File: config.mk
export PLATFORM = sky130hd
export DESIGN_NAME = bit_logic_call_execute
export DESIGN_NICKNAME = d
export VERILOG_FILES = /design/src/include/bit_logic_pkg.sv /design/src/hw/file_reg_array.sv /design/src/hw/bit_logic_call_execute.sv
export SDC_FILE = /design/constraint.sdc
export NUM_CORES = 1
export LEC_CHECK = 0
export BUFFER_PORTS_ARGS = -buffer_cell sky130_fd_sc_hd__clkbuf_2
export CAP_MARGIN = 30
export CORE_MARGIN = 2
export CORE_UTILIZATION = 45
export DETAILED_ROUTE_END_ITERATION = 6
export SLEW_MARGIN = 10
export SYNTH_ARGS = -nofsm -noshare
export SYNTH_HDL_FRONTEND = slang
export SYNTH_SLANG_ARGS = --single-unit
export TNS_END_PERCENT = 1
File: constraint.sdc
create_clock -name clk -period 3.69 [get_ports clk]
set_input_delay 0.5535 -clock clk [delete_from_list [all_inputs] [get_ports clk]]
set_output_delay 0.5535 -clock clk [all_outputs]
set_load 0.005 [all_outputs]
File: src/include/bit_logic_pkg.sv
// constants for the bit-logic / call execution block
// assumes a 12-bit instruction word and an 11-bit program counter
package bit_logic_pkg;
   localparam int INSTR_W = 12;
   localparam int PC_W = 11;
   localparam int DATA_W = 8;
   localparam int FADDR_W = 5;
   // opcode fields
   localparam int OP4_MSB = 11;
   localparam int OP4_LSB = 8;
   localparam int OP6_LSB = 6;
   localparam int BIT_MSB = 7;
   localparam int BIT_LSB = 5;
   localparam int DEST_POS = 5;
   localparam int FADDR_MSB = 4;
   localparam int LIT_MSB = 7;
   // opcode values
   localparam logic [3:0] OP_BIT_CLEAR = 4'h4;
   localparam logic [3:0] OP_BIT_SET = 4'h5;
   localparam logic [3:0] OP_TEST_CLEAR = 4'h6;
   localparam logic [3:0] OP_TEST_SET = 4'h7;
   localparam logic [3:0] OP_AND_LIT = 4'he;
   localparam logic [3:0] OP_CALL = 4'h9;
   localparam logic [5:0] OP_AND_FILE = 6'h05;
   localparam logic [11:0] OP_CLEAR_ACC = 12'h040;
   // status register page bits, copied to pc bits 10:9
   localparam int STATUS_PAGE_MSB = 6;
   localparam int STATUS_PAGE_LSB = 5;
   // reset values and pc increments
   localparam logic [10:0] PC_RESET = 11'h000;
   localparam logic [7:0] ACC_RESET = 8'h00;
   localparam logic [7:0] ZERO_BYTE = 8'h00;
   localparam logic [10:0] PC_ONE = 11'h001;
   localparam logic [10:0] PC_TWO = 11'h002;

   typedef enum logic [0:0] {
      ST_EXEC = 1'b0,
      ST_FLUSH = 1'b1
   } exec_state_t;

   function automatic logic [7:0] bit_mask(input logic [2:0] b);
      bit_mask = 8'h01 << b;
   endfunction : bit_mask

   function automatic logic is_zero(input logic [7:0] v);
      is_zero = (v == ZERO_BYTE);
   endfunction : is_zero
endpackage : bit_logic_pkg

File: src/hw/file_reg_array.sv
// 32 x 8 file register array, combinational read, clocked write
// assumes write enable already qualified by the clock enable
module file_reg_array
   import bit_logic_pkg::*;
(
   input wire logic clk,
   input wire logic we,
   input wire logic [4:0] waddr,
   input wire logic [7:0] wdata,
   input wire logic [4:0] raddr,
   output logic [7:0] rdata
);
   // contents are left unreset, as in ordinary data memory
   logic [7:0] mem [0:31];

   always_ff @(posedge clk) begin
      if (we) begin
         mem[waddr] <= wdata;
      end
   end

   assign rdata = mem[raddr];
endmodule : file_reg_array

File: src/hw/bit_logic_call_execute.sv
// execution of bit set/clear, bit test-skip, and, clear-acc and call
// assumes instr_word holds the word at program_counter in each exec cycle
// Notes on behaviour
// - bit clear forces bit b of file f to zero, flags untouched
// - bit set forces bit b of file f to one, flags untouched
// - and-literal ands accumulator with 8-bit literal into accumulator, updates zero
// - and-file ands accumulator with file; dest 0 accumulator, 1 file; updates zero
// - test-skip-clear skips next instruction when bit reads 0, no flag change
// - test-skip-set skips next instruction when bit reads 1, no flag change
// - a taken skip discards the prefetched word and runs a no-op instead
// - clear-accumulator loads 00h and sets the zero flag
// - call first pushes program counter plus one onto the return stack
// - call loads its 8-bit literal into program counter bits 7:0
// - call copies status bits 6:5 to counter bits 10:9, clears bit 8
// - call takes two cycles and changes no status flag
module bit_logic_call_execute
   import bit_logic_pkg::*;
(
   input wire logic clk,
   input wire logic resetn,
   input wire logic ce,
   input wire logic [11:0] instr_word,
   input wire logic [7:0] status_reg,
   output logic [10:0] program_counter,
   output logic [7:0] accumulator,
   output logic zero_flag,
   output logic squash,
   output logic push_valid,
   output logic [10:0] push_addr,
   output logic file_wr_en,
   output logic [4:0] file_wr_addr,
   output logic [7:0] file_wr_data
);
   typedef struct packed {
      exec_state_t state;
      logic [10:0] pc;
      logic [7:0] acc;
      logic zero;
      logic push_valid;
      logic [10:0] push_addr;
      logic wr_en;
      logic [4:0] wr_addr;
      logic [7:0] wr_data;
   } core_t;

   core_t st_r;
   core_t st_nxt;

   logic [3:0] op4;
   logic [5:0] op6;
   logic [2:0] bsel;
   logic [4:0] faddr;
   logic [7:0] lit;
   logic dest_file;
   logic [7:0] file_q;
   logic [7:0] mask;
   logic tested_bit;
   logic executing;

   assign op4 = instr_word[OP4_MSB:OP4_LSB];
   assign op6 = instr_word[OP4_MSB:OP6_LSB];
   assign bsel = instr_word[BIT_MSB:BIT_LSB];
   assign faddr = instr_word[FADDR_MSB:0];
   assign lit = instr_word[LIT_MSB:0];
   assign dest_file = instr_word[DEST_POS];
   assign mask = bit_mask(bsel);
   assign tested_bit = |(file_q & mask);
   assign executing = (st_r.state == ST_EXEC);

   // reset also blocks array writes: st_nxt is only meaningful once released
   file_reg_array u_files (
      .clk(clk),
      .we(ce & resetn & st_nxt.wr_en),
      .waddr(st_nxt.wr_addr),
      .wdata(st_nxt.wr_data),
      .raddr(faddr),
      .rdata(file_q)
   );

   always_comb begin
      logic [7:0] and_res;
      and_res = ZERO_BYTE;
      st_nxt = st_r;
      st_nxt.push_valid = 1'b0;
      st_nxt.wr_en = 1'b0;
      st_nxt.state = ST_EXEC;
      st_nxt.pc = st_r.pc + PC_ONE;
      unique case (st_r.state)
         // flush cycle: prefetched word ignored, acts as no-op
         ST_FLUSH: begin
            st_nxt.pc = st_r.pc;
         end
         ST_EXEC: begin
            if (op4 == OP_BIT_CLEAR) begin
               st_nxt.wr_en = 1'b1;
               st_nxt.wr_addr = faddr;
               st_nxt.wr_data = file_q & ~mask;
            end else if (op4 == OP_BIT_SET) begin
               st_nxt.wr_en = 1'b1;
               st_nxt.wr_addr = faddr;
               st_nxt.wr_data = file_q | mask;
            end else if ((op4 == OP_TEST_CLEAR && !tested_bit) ||
                         (op4 == OP_TEST_SET && tested_bit)) begin
               // skip: discard next word, resume two on
               st_nxt.state = ST_FLUSH;
               st_nxt.pc = st_r.pc + PC_TWO;
            end else if (op4 == OP_AND_LIT) begin
               and_res = st_r.acc & lit;
               st_nxt.acc = and_res;
               st_nxt.zero = is_zero(and_res);
            end else if (op6 == OP_AND_FILE) begin
               and_res = st_r.acc & file_q;
               st_nxt.zero = is_zero(and_res);
               if (dest_file) begin
                  st_nxt.wr_en = 1'b1;
                  st_nxt.wr_addr = faddr;
                  st_nxt.wr_data = and_res;
               end else begin
                  st_nxt.acc = and_res;
               end
            end else if (instr_word == OP_CLEAR_ACC) begin
               st_nxt.acc = ACC_RESET;
               st_nxt.zero = 1'b1;
            end else if (op4 == OP_CALL) begin
               st_nxt.push_valid = 1'b1;
               st_nxt.push_addr = st_r.pc + PC_ONE;
               // build target from page bits and literal
               st_nxt.pc = {status_reg[STATUS_PAGE_MSB:STATUS_PAGE_LSB], 1'b0, lit};
               // second cycle is a flush, flags untouched
               st_nxt.state = ST_FLUSH;
            end
         end
      endcase
   end

   always_ff @(posedge clk or negedge resetn) begin
      if (!resetn) begin
         st_r <= '{state: ST_EXEC, pc: PC_RESET, acc: ACC_RESET, zero: 1'b0,
                   push_valid: 1'b0, push_addr: PC_RESET, wr_en: 1'b0,
                   wr_addr: 5'h00, wr_data: ZERO_BYTE};
      end else if (ce) begin
         st_r <= st_nxt;
      end
   end

   assign program_counter = st_r.pc;
   assign accumulator = st_r.acc;
   assign zero_flag = st_r.zero;
   assign squash = (st_r.state == ST_FLUSH);
   assign push_valid = st_r.push_valid;
   assign push_addr = st_r.push_addr;
   assign file_wr_en = st_r.wr_en;
   assign file_wr_addr = st_r.wr_addr;
   assign file_wr_data = st_r.wr_data;
endmodule : bit_logic_call_execute

**Yosys cells after proc, flatten, opt, wreduce, memory -nomap -nowiden**

Memories as Yosys holds them, arrays and structs flattened.
Cells that the tools add are included.

- Memories kept: 1
- Register bits after elaboration: 47
- Bits of input ports: 23
- Logic and storage cells: 74
- Memory bits (writable): 256

- Reductions and logical operators: 12
- Add/subtract/negate cells: 2
- Equal/unequal tests: 9
- Muxes and demuxes: 25
- Shifts and indexed selects: 1
- Bitwise operators: 15

Memory list:

| name | depth | width | rd ports | clocked after memory_dff | wr ports | line | source |
|---|---|---|---|---|---|---|---|
| u_files.mem | 32 | 8 | 1 | 0 | 1 | file_reg_array.sv:14 | `logic [7:0] mem [0:31];` |

Operators by type and width:

| operator | count |
|---|---|
| $mux 12 | 8 |
| $mux 33 | 2 |
| $mux 14 | 4 |
| $mux 26 | 2 |
| $mux 35 | 1 |
| $and 8x8->8 | 4 |
| $mux 9 | 3 |
| $eq 4x3->1 const B | 4 |
| $logic_not 8->1 | 2 |
| $eq 12x7->1 const B | 1 |
| $add 11x1->11 const B | 1 |
| $add 11x2->11 const B | 1 |
| $mux 11 | 1 |
| $reduce_and 9->1 | 1 |
| $eq 4x4->1 const B | 2 |
| $mux 8 | 1 |
| $not 8->8 | 1 |
| $or 8x8->8 | 1 |
| $reduce_or 8->1 | 1 |
| $shl 1x3->8 const A | 1 |
| $not 1->1 | 7 |
| $reduce_and 7->1 | 1 |
| $eq 6x3->1 const B | 1 |
| $reduce_and 6->1 | 1 |
| other kinds (8) | 12 |

**Longest topological paths before layout**

Gate-level depths: netlist of the first run.

- Word-level depth: 13
- Depth in mapped cells: 16

**Hierarchy**

From an unflattened synthesis of the first run, not the netlist that was laid out.

- Cells, all modules: 788
- Area total of the unflattened synthesis: 13057.5 um^2

By module, submodules not included:

| module | cells an instance | area each (um^2) | sequential area each (um^2) | times used |
|---|---|---|---|---|
| file_reg_array | 409 | 9893.2 | 7687.4 | 1 |
| bit_logic_call_execute | 379 | 3164.3 | 1176.1 | 1 |

**Least setup slack after synthesis of the first run**

Ideal clock, no wire load.

- Kind: input port to flip-flop
- Start point: input instr_word[7]
- End point: memory u_files.mem[22][0], enable pin
- Arrival: 2.897 ns
- Buffers on the path: 1
- Setup slack: 0.422 ns
- Stages on the path: 8
- Cells stage by stage: clkbuf_1 nor2b_1 and3_1 nand2_1 a21oi_1 mux2_2 or3_1 nor2_1

- Cells in the longest elaborated chain, start to end: 13

RTL lines:

| what | line | source |
|---|---|---|
| start, declared | bit_logic_call_execute.sv:22 | `input wire logic [11:0] instr_word,` |
| $shl 1x3->8 | bit_logic_pkg.sv:42 | `bit_mask = 8'h01 << b;` |
| $and 8x8->8 | bit_logic_call_execute.sv:67 | `assign tested_bit = \|(file_q & mask);` |
| $reduce_or 8->1 | bit_logic_call_execute.sv:67 |  |
| $logic_not 1->1 | bit_logic_call_execute.sv:102 | `end else if ((op4 == OP_TEST_CLEAR && !tested_bit) \|\|` |
| $logic_and 1x1->1 | bit_logic_call_execute.sv:102 |  |
| $logic_or 1x1->1 | bit_logic_call_execute.sv:102 |  |
| $mux 35 * | bit_logic_call_execute.sv:102 |  |
| $mux 14 * | bit_logic_call_execute.sv:98 | `end else if (op4 == OP_BIT_SET) begin` |
| $mux 14 * | bit_logic_call_execute.sv:94 | `if (op4 == OP_BIT_CLEAR) begin` |
| $mux 26 * | bit_logic_call_execute.sv:88 | `unique case (st_r.state)` |
| $and 1x1->1 | bit_logic_call_execute.sv:73 | `.we(ce & resetn & st_nxt.wr_en),` |
| $mux 1 | file_reg_array.sv:17 | `if (we) begin` |
| $mux 1 (not written as such) | file_reg_array.sv:18 | `mem[waddr] <= wdata;` |
| end, declared | file_reg_array.sv:14 |  |

Mark *: on every way between the ends. The rest lies on a longest branch, timed or not.

**Worst setup path in the final report of the first run**

- Start point: input instr_word[0]
- End point: register st_r (netlist bit program_counter[7])

- Cells in the longest elaborated chain, start to end: 10

RTL lines:

| what | line | source |
|---|---|---|
| $mem_v2 32x8 | -- |  |
| $and 8x8->8 | bit_logic_call_execute.sv:67 |  |
| $reduce_or 8->1 | bit_logic_call_execute.sv:67 |  |
| $logic_not 1->1 | bit_logic_call_execute.sv:102 |  |
| $logic_and 1x1->1 | bit_logic_call_execute.sv:102 |  |
| $logic_or 1x1->1 | bit_logic_call_execute.sv:102 |  |
| $mux 12 * | bit_logic_call_execute.sv:102 |  |
| $mux 33 * | bit_logic_call_execute.sv:98 |  |
| $mux 33 * | bit_logic_call_execute.sv:94 |  |
| $mux 11 * | bit_logic_call_execute.sv:88 |  |
| end signal, assigned | bit_logic_call_execute.sv:138 | `st_r <= '{state: ST_EXEC, pc: PC_RESET, acc: ACC_RESET, zero: 1'b0,` |
| end signal, assigned | bit_logic_call_execute.sv:142 | `st_r <= st_nxt;` |
| end, declared | bit_logic_call_execute.sv:46 | `core_t st_r;` |

Mark *: on every way between the ends. The rest lies on a longest branch, timed or not. The select of a mux whose other input is x is not followed.
A chain may end at the register's enable or synchronous reset.

==> results by group, run 1 <==
Timing
  – Setup Viol. Count Final: 0
  – Slew Limit Fails: 0
  – FMAX: 0.299 GHz
  – Clock skew: 0.0297 ns
  – Worst slew margin: 0.446
  – Slew @ Worst Pin: 0.829 ns
  – Unrepaired setup endpoints after global routing: false
  – Number of hold violations in the final report: 0
  – Fin crit period: 3.35 ns
  – Final cycle utilization of the critical path: 0.907

Synth
  – Register area share after synthesis: 0.679
  – Post-Syn Nets: 868
  – Synth Register Bits: 303
  – Number of flops mapped to enable cells by yosys: 256
  – Post-synth top flop: edfxtp_1
  – Warnings, synthesis: 0
  – Synth Cell Area: 13,100 sq um
  – Post-synthesis async set-or-reset flop share: 0.155
  – Post-synthesis cell type count: 57
  – Mapped Cells: 843
  – Avg Inst Size Synth: 15.5 sq um

Power
  – Combinational power share: 0.144
  – P_leak: 5.60 nW
  – Sw Share: 0.258
  – Max rail drop VDD: 0.371 mV
  – Pint: 6.37 mW
  – Switching Power: 2.21 mW
  – Clk pwr share: 0.363
  – Sequential share of power: 0.492
  – PD cells: 553 nW/um^2

Cells and area
  – Share of cells above drive strength 1: 0.279
  – Ant diodes: 0
  – Commonest non-fill, non-tap cell in the layout: edfxtp_1
  – Nets: 1,019
  – Area Growth Syn to Fin: 18.8%
  – Commonest non-fill, non-tap cells in the layout: edfxtp_1, buf_4, nand2_1
  – Fin util: 0.542
  – Design area: 15,500 sq um

Critical path
  – Worst R2R Path Depth: 12
  – Worst Path Required: 4.12 ns
  – Worst-path fanout max: 19
  – CP dominant cell by count: buf_4
  – Reg2reg end: program_counter[7]$_DFFE_PN0P_
  – Reg2reg start: u_files.mem[25][6]$_DFFE_PP_
  – Worst-path cell chain: buf_4, buf_4, mux4_2, a22oi_1, a31oi_1, a32oi_1, nand4_1, mux2i_2, buf_4, nor2b_1, or3_1, a41oi_1
  – Critical Path Source Type: input port
  – Crit path capture type: flip-flop
  – Register-to-register setup slack: 0.54 ns
  – Setup CP Type: in2reg
  – Largest stage delay, worst path: 0.57 ns
  – Slowest CP cell: mux4_2
  – Crit path DAT: 3.77 ns

Floorplan
  – FP Rows: 62
  – DIE HEIGHT: 174 um
  – Die area: 30,400 sq um
  – Core area: 28,600 sq um
  – I/O pin count: 70
  – Die outline width: 174 um
  – Initial Util: 0.456

CTS
  – Clk_lat worst skew: 0.52 ns
  – Clk root buf: clkbuf_16
  – CTS Buf Count: 34
  – CTS tree: done
  – Post CTS Setup Buffer Count: 0
  – CTS max path bufs: 3
  – Clk sink count: 303
  – Clk slew on worst S/H paths: 0.06 ns
  – CTS resizes: 0
  – Htree depth: 2

Hold path
  – Worst Hold Launch: status_reg[6]
  – Hold path depth: 3
  – Min-Delay Endpoint: program_counter[10]$_DFFE_PN0P_
  – Hold Crit Class: in2reg

Global route
  – Initial antenna violation count: 0
  – Global-route wire length before repair: 46,200 um
  – Pin count of the biggest net entering global routing: 35
  – Vias in the first global route: 7,678
  – Remaining Overflow, GRT: 0
  – GRT Total Usage: 0.200

Job
  – Max_cap viols: 0

Drt
  – WL per Instance: 21.4 um
  – First-pass iteration count of the detailed router: 6
  – Initial DRC count: 627
  – Post-Route WL: 29,900 um
  – Antenna Nets Post-Route: 0
  – Vias: 7,889
  – Vias/cell: 5.63
  – Number of remaining DRC errors: 0

Outcome
  – Status: complete, no violations

Placement
  – GP Congestion: 0.857
  – DP Area: 14,500 sq um
  – HPWL after detailed placement: 19,300 um
  – Input/output buffers: 63
==> worst max-delay path: cells and delay by family <==
kind,cells,cell delay [ns]
compound gates,4,1.01
buf+inv,3,0.75
mux,2,0.77
simple gates,3,0.69
==> kinds of logic after synthesis <==
kind of cell | share of synthesized area
AO/OA/AOI/OAI | 0.0770
XOR/XNOR | 0.00738
adder cells (fa/ha/maj) | 0.00192
buffers and inverters | 0.0271
flip-flops | 0.679
multiplexers | 0.133
AND/OR/NAND/NOR | 0.0745
==> repair_timing <==
action,4_1_cts,5_1_grt
hold endpoints to repair,13,0
endpoints found under the setup margin,0,0
hold buffers,1,0
==> metal layers <==
metal	vias up	routed length, um	global-route usage
met1	3954	13000	0.279
met3	61	1850	0.0376
met4	0	935	0.0728
li1	3618	-	-
met2	256	14100	0.315
met5	-	0	0
==> cells in the mapped netlist (all sizes together), types with 3 or more instances <==
master / number / area [sq um]
dfrtp: 47 / 1180
mux4: 48 / 1090
o21ai: 29 / 145
nand4: 8 / 50.1
and2: 7 / 43.8
nor2: 62 / 233
a211oi: 17 / 143
a22o: 11 / 96.3
nor2b: 14 / 87.6
clkbuf: 28 / 105
o22ai: 11 / 68.8
edfxtp: 256 / 7690
a31oi: 9 / 62.6
inv: 5 / 18.8
mux2i: 46 / 460
buf: 26 / 230
or3: 7 / 43.8
nand3: 15 / 75.1
mux2: 17 / 191
nor3: 3 / 15.0
o31ai: 3 / 22.5
xnor2: 4 / 35.0
a221oi: 7 / 61.3
a21oi: 24 / 124
a22oi: 17 / 128
o221ai: 8 / 70.1
and3: 8 / 50.1
nand2: 79 / 297
xor2: 7 / 61.3
==> registers in the layout (all words and copies together) (netlist names), 5 cells and up <==
register,flops
accumulator,8
program_counter,11
file_wr_data,8
file_wr_addr,5
push_addr,11
u_files.mem,256
==> power by group through the flow <==
stage / logic (mW) / clock network [mW] / registers [mW]
2_1_floorplan: 0.669 / 0 / 4.24
3_3_place_gp: 1.23 / 0 / 4.29
3_5_place_dp: 1.26 / 0 / 4.29
4_1_cts: 1.26 / 3.19 / 4.22
5_1_grt: 1.37 / 3.32 / 4.25
6_report: 1.24 / 3.12 / 4.23
==> final cells by class <==
type	count	area, sq um
multi-input combinational	481	3840
timing repair buffer	169	1270
clock buffer	42	881
tap	384	480
fill	2341	13100
sequential	303	8860
clock inverter	18	163
inverter	5	18.8
==> per-stage QoR <==
stage	hold WS (ns)	instances	worst slack, ns	setup TNS, ns	total power [mW]
floorplan	0.258	843	0.422	0	4.90
finish	0.339	1402	0.344	0	8.58
detailed placement	0.470	1341	-0.151	-1.14	5.55
global route	0.364	1402	0.183	0	8.94
global placement	0.461	1341	-0.142	-0.921	5.52
CTS	0.323	1402	0.359	0	8.67
==> how the worst max path moves through the flow <==
stage | start | end | slack [ns] | cells past startpoint
2_1_floorplan | instr_word[7] | u_files.mem[22][0]$_DFFE_PP_ | 0.42 | 8
3_3_place_gp | instr_word[0] | program_counter[7]$_DFFE_PN0P_ | -0.14 | 13
3_5_place_dp | instr_word[0] | program_counter[7]$_DFFE_PN0P_ | -0.15 | 13
4_1_cts | instr_word[0] | program_counter[7]$_DFFE_PN0P_ | 0.36 | 15
5_1_grt | instr_word[0] | program_counter[7]$_DFFE_PN0P_ | 0.18 | 15
6_report | instr_word[0] | program_counter[7]$_DFFE_PN0P_ | 0.34 | 12
Note: power is estimated with default switching activity, not from simulation.
==> inputs of run 2 (changes only) <==
--- a/config.mk
+++ b/config.mk
@@ -7,7 +7,7 @@
 export LEC_CHECK = 0
 export BUFFER_PORTS_ARGS = -buffer_cell sky130_fd_sc_hd__clkbuf_2
 export CAP_MARGIN = 30
-export CORE_MARGIN = 2
+export CORE_MARGIN = 4
 export CORE_UTILIZATION = 45
 export DETAILED_ROUTE_END_ITERATION = 6
 export SLEW_MARGIN = 10
==> constraint.sdc (replaced) <==
create_clock -name clk -period 3.1 [get_ports clk]
set_input_delay 0.465 -clock clk [delete_from_list [all_inputs] [get_ports clk]]
set_output_delay 0.465 -clock clk [all_outputs]
set_load 0.005 [all_outputs]
==> run 2 against run 1 <==
  * Final cell count up 2.0%
  * Setup slack got worse by 0.29 ns
  * Power rose by 24%
  * Clock skew down 0.010 ns
  * Sequential share of layout area fell by 1.5 points
  * Global-route usage is 0.24 points lower
  * Count of clock-buffer cells in the layout is 2 lower
  * Critical path depth rose by 3
  * Critical path type unchanged
  * Largest power group unchanged
  * Highest routed layer unchanged
==> results by group, run 2 (synthesis gave the netlist of run 1 again) <==
Cells and area
  – Commonest non-fill, non-tap cells in the layout: edfxtp_1, buf_4, nand2_1
  – Share of cells above drive strength 1: 0.318
  – Fill cells: 2,369
  – Design area: 15,900 sq um
  – Number of flip-flops in the largest register: 256
  – Area Growth Syn to Fin: 22.0%
  – Nets: 1,046
  – Commonest non-fill, non-tap cell in the layout: edfxtp_1
  – Most flop-heavy register: u_files.mem
  – Ant diodes: 0

Global route
  – GRT Total Usage: 0.197
  – Initial antenna violation count: 0
  – Remaining Overflow, GRT: 0
  – Vias in the first global route: 7,901
  – Global-route wire length before repair: 47,300 um
  – Pin count of the biggest net entering global routing: 48

CTS
  – Post CTS Setup Buffer Count: 0
  – CTS max path bufs: 3
  – Clk sink count: 303
  – Clk slew on worst S/H paths: 0.07 ns
  – Cts hold-fix bufs: 0
  – CTS Buf Count: 34
  – CTS tree: done
  – Htree depth: 2
  – Clk root buf: clkbuf_16
  – Clk_lat worst skew: 0.52 ns

Outcome
  – Status: complete, no violations

Timing
  – Slew Limit Fails: 0
  – Unrepaired setup endpoints after global routing: true
  – Clock skew: 0.0194 ns
  – Setup Viol. Count Final: 0
  – Slew @ Worst Pin: 0.795 ns
  – Fin crit period: 3.04 ns
  – FMAX: 0.329 GHz
  – Number of hold violations in the final report: 0
  – Worst slew margin: 0.468
  – Final Worst Setup Slack: 0.0587 ns
  – Final cycle utilization of the critical path: 0.981
  – Setup TNS Final: 0 ns

Critical path
  – Reg2reg end: program_counter[9]$_DFFE_PN0P_
  – Worst Path Required: 3.54 ns
  – Reg2reg start: u_files.mem[24][2]$_DFFE_PP_
  – Crit path capture type: flip-flop
  – Worst R2R Path Depth: 13
  – Worst-path fanout max: 11
  – Crit path DAT: 3.48 ns
  – Register-to-register setup slack: 0.11 ns
  – Setup CP Type: in2reg
  – Critical Path Source Type: input port

Drt
  – Vias: 7,992
  – Vias/cell: 5.59
  – Initial DRC count: 654
  – Antenna Nets Post-Route: 0
  – Post-Route WL: 31,100 um
  – First-pass iteration count of the detailed router: 5
  – WL per Instance: 21.8 um
  – Number of remaining DRC errors: 0

Floorplan
  – I/O pin count: 70
  – Die area: 31,800 sq um
  – Initial Util: 0.455
  – FP Rows: 62
  – DIE HEIGHT: 178 um
  – Core area: 28,700 sq um
  – Die outline width: 178 um

Placement
  – Pre-CTS setup slack: -0.584 ns
  – GP Congestion: 0.901
  – HPWL after detailed placement: 20,500 um
  – Input/output buffers: 63
  – DP Area: 14,700 sq um

Power
  – PD cells: 667 nW/um^2
  – Max rail drop VDD: 0.423 mV
  – P_leak: 5.82 nW
  – Tot Pwr: 10.6 mW

Hold path
  – Hold Crit Class: in2async

Job
  – Max_cap viols: 0
-- run 2: worst max-delay path by stage --
stage / start / to / slack (ns) / cells past startpoint
after floorplan: instr_word[0] / program_counter[10]$_DFFE_PN0P_ / 0.008 / 13
after global placement: instr_word[0] / program_counter[7]$_DFFE_PN0P_ / -0.58 / 14
after detailed placement: instr_word[0] / program_counter[7]$_DFFE_PN0P_ / -0.58 / 14
after CTS: u_files.mem[27][6]$_DFFE_PP_ / program_counter[7]$_DFFE_PN0P_ / 0.004 / 12
after global routing: u_files.mem[26][5]$_DFFE_PP_ / program_counter[9]$_DFFE_PN0P_ / -0.03 / 13
final: instr_word[2] / program_counter[9]$_DFFE_PN0P_ / 0.06 / 15
-- run 2: layout make-up --
class / count / area (sq um) / area share
clock buffers: 40 / 905 / 0.0568
well taps: 384 / 480 / 0.0302
repair buffers: 196 / 1530 / 0.0961
inverters: 5 / 18.8 / 0.00118
clock inverters: 21 / 230 / 0.0145
flip-flops and latches: 303 / 8860 / 0.557
multi-input cells: 481 / 3900 / 0.245
-- run 2: per-stage QoR --
stage,util,hold slack [ns],cells
global placement,0.512,0.460,1367
finish,0.555,0.181,1430
global route,0.555,0.238,1430
floorplan,-,0.169,843
CTS,0.551,0.198,1428
detailed placement,0.512,0.472,1367
-- run 2: worst max-delay path, stage by stage --
cell,delay [ns]
clkbuf_2,0.10
buf_4,0.22
or3b_4,0.49
buf_4,0.20
o221ai_1,0.29
a211oi_2,0.08
a31oi_1,0.27
a22oi_1,0.14
nand4_1,0.17
mux2i_2,0.28
buf_6,0.16
buf_6,0.12
o2111ai_4,0.12
a21oi_2,0.20
a2bb2oi_2,0.16
-- run 2: power breakdown --
group          internal [mW]  leakage [nW]  switching [mW]
clock network           2.44         0.560            1.61
logic                  0.673          2.33           0.871
registers               4.83          2.93           0.209
-- run 2: repair_timing --
action	CTS	global route
pin swaps	0	10
endpoints found under the setup margin	3	88
gates resized for setup	1	18
gates cloned	0	2
-- run 2: layer usage --
metal / GRT usage / wire (um) / vias to the layer above
li1: - / - / 3670
met1: 0.269 / 13500 / 4088
met2: 0.334 / 15600 / 191
met3: 0.0331 / 1350 / 43
met4: 0.0480 / 619 / 0
met5: 0 / 0 / -
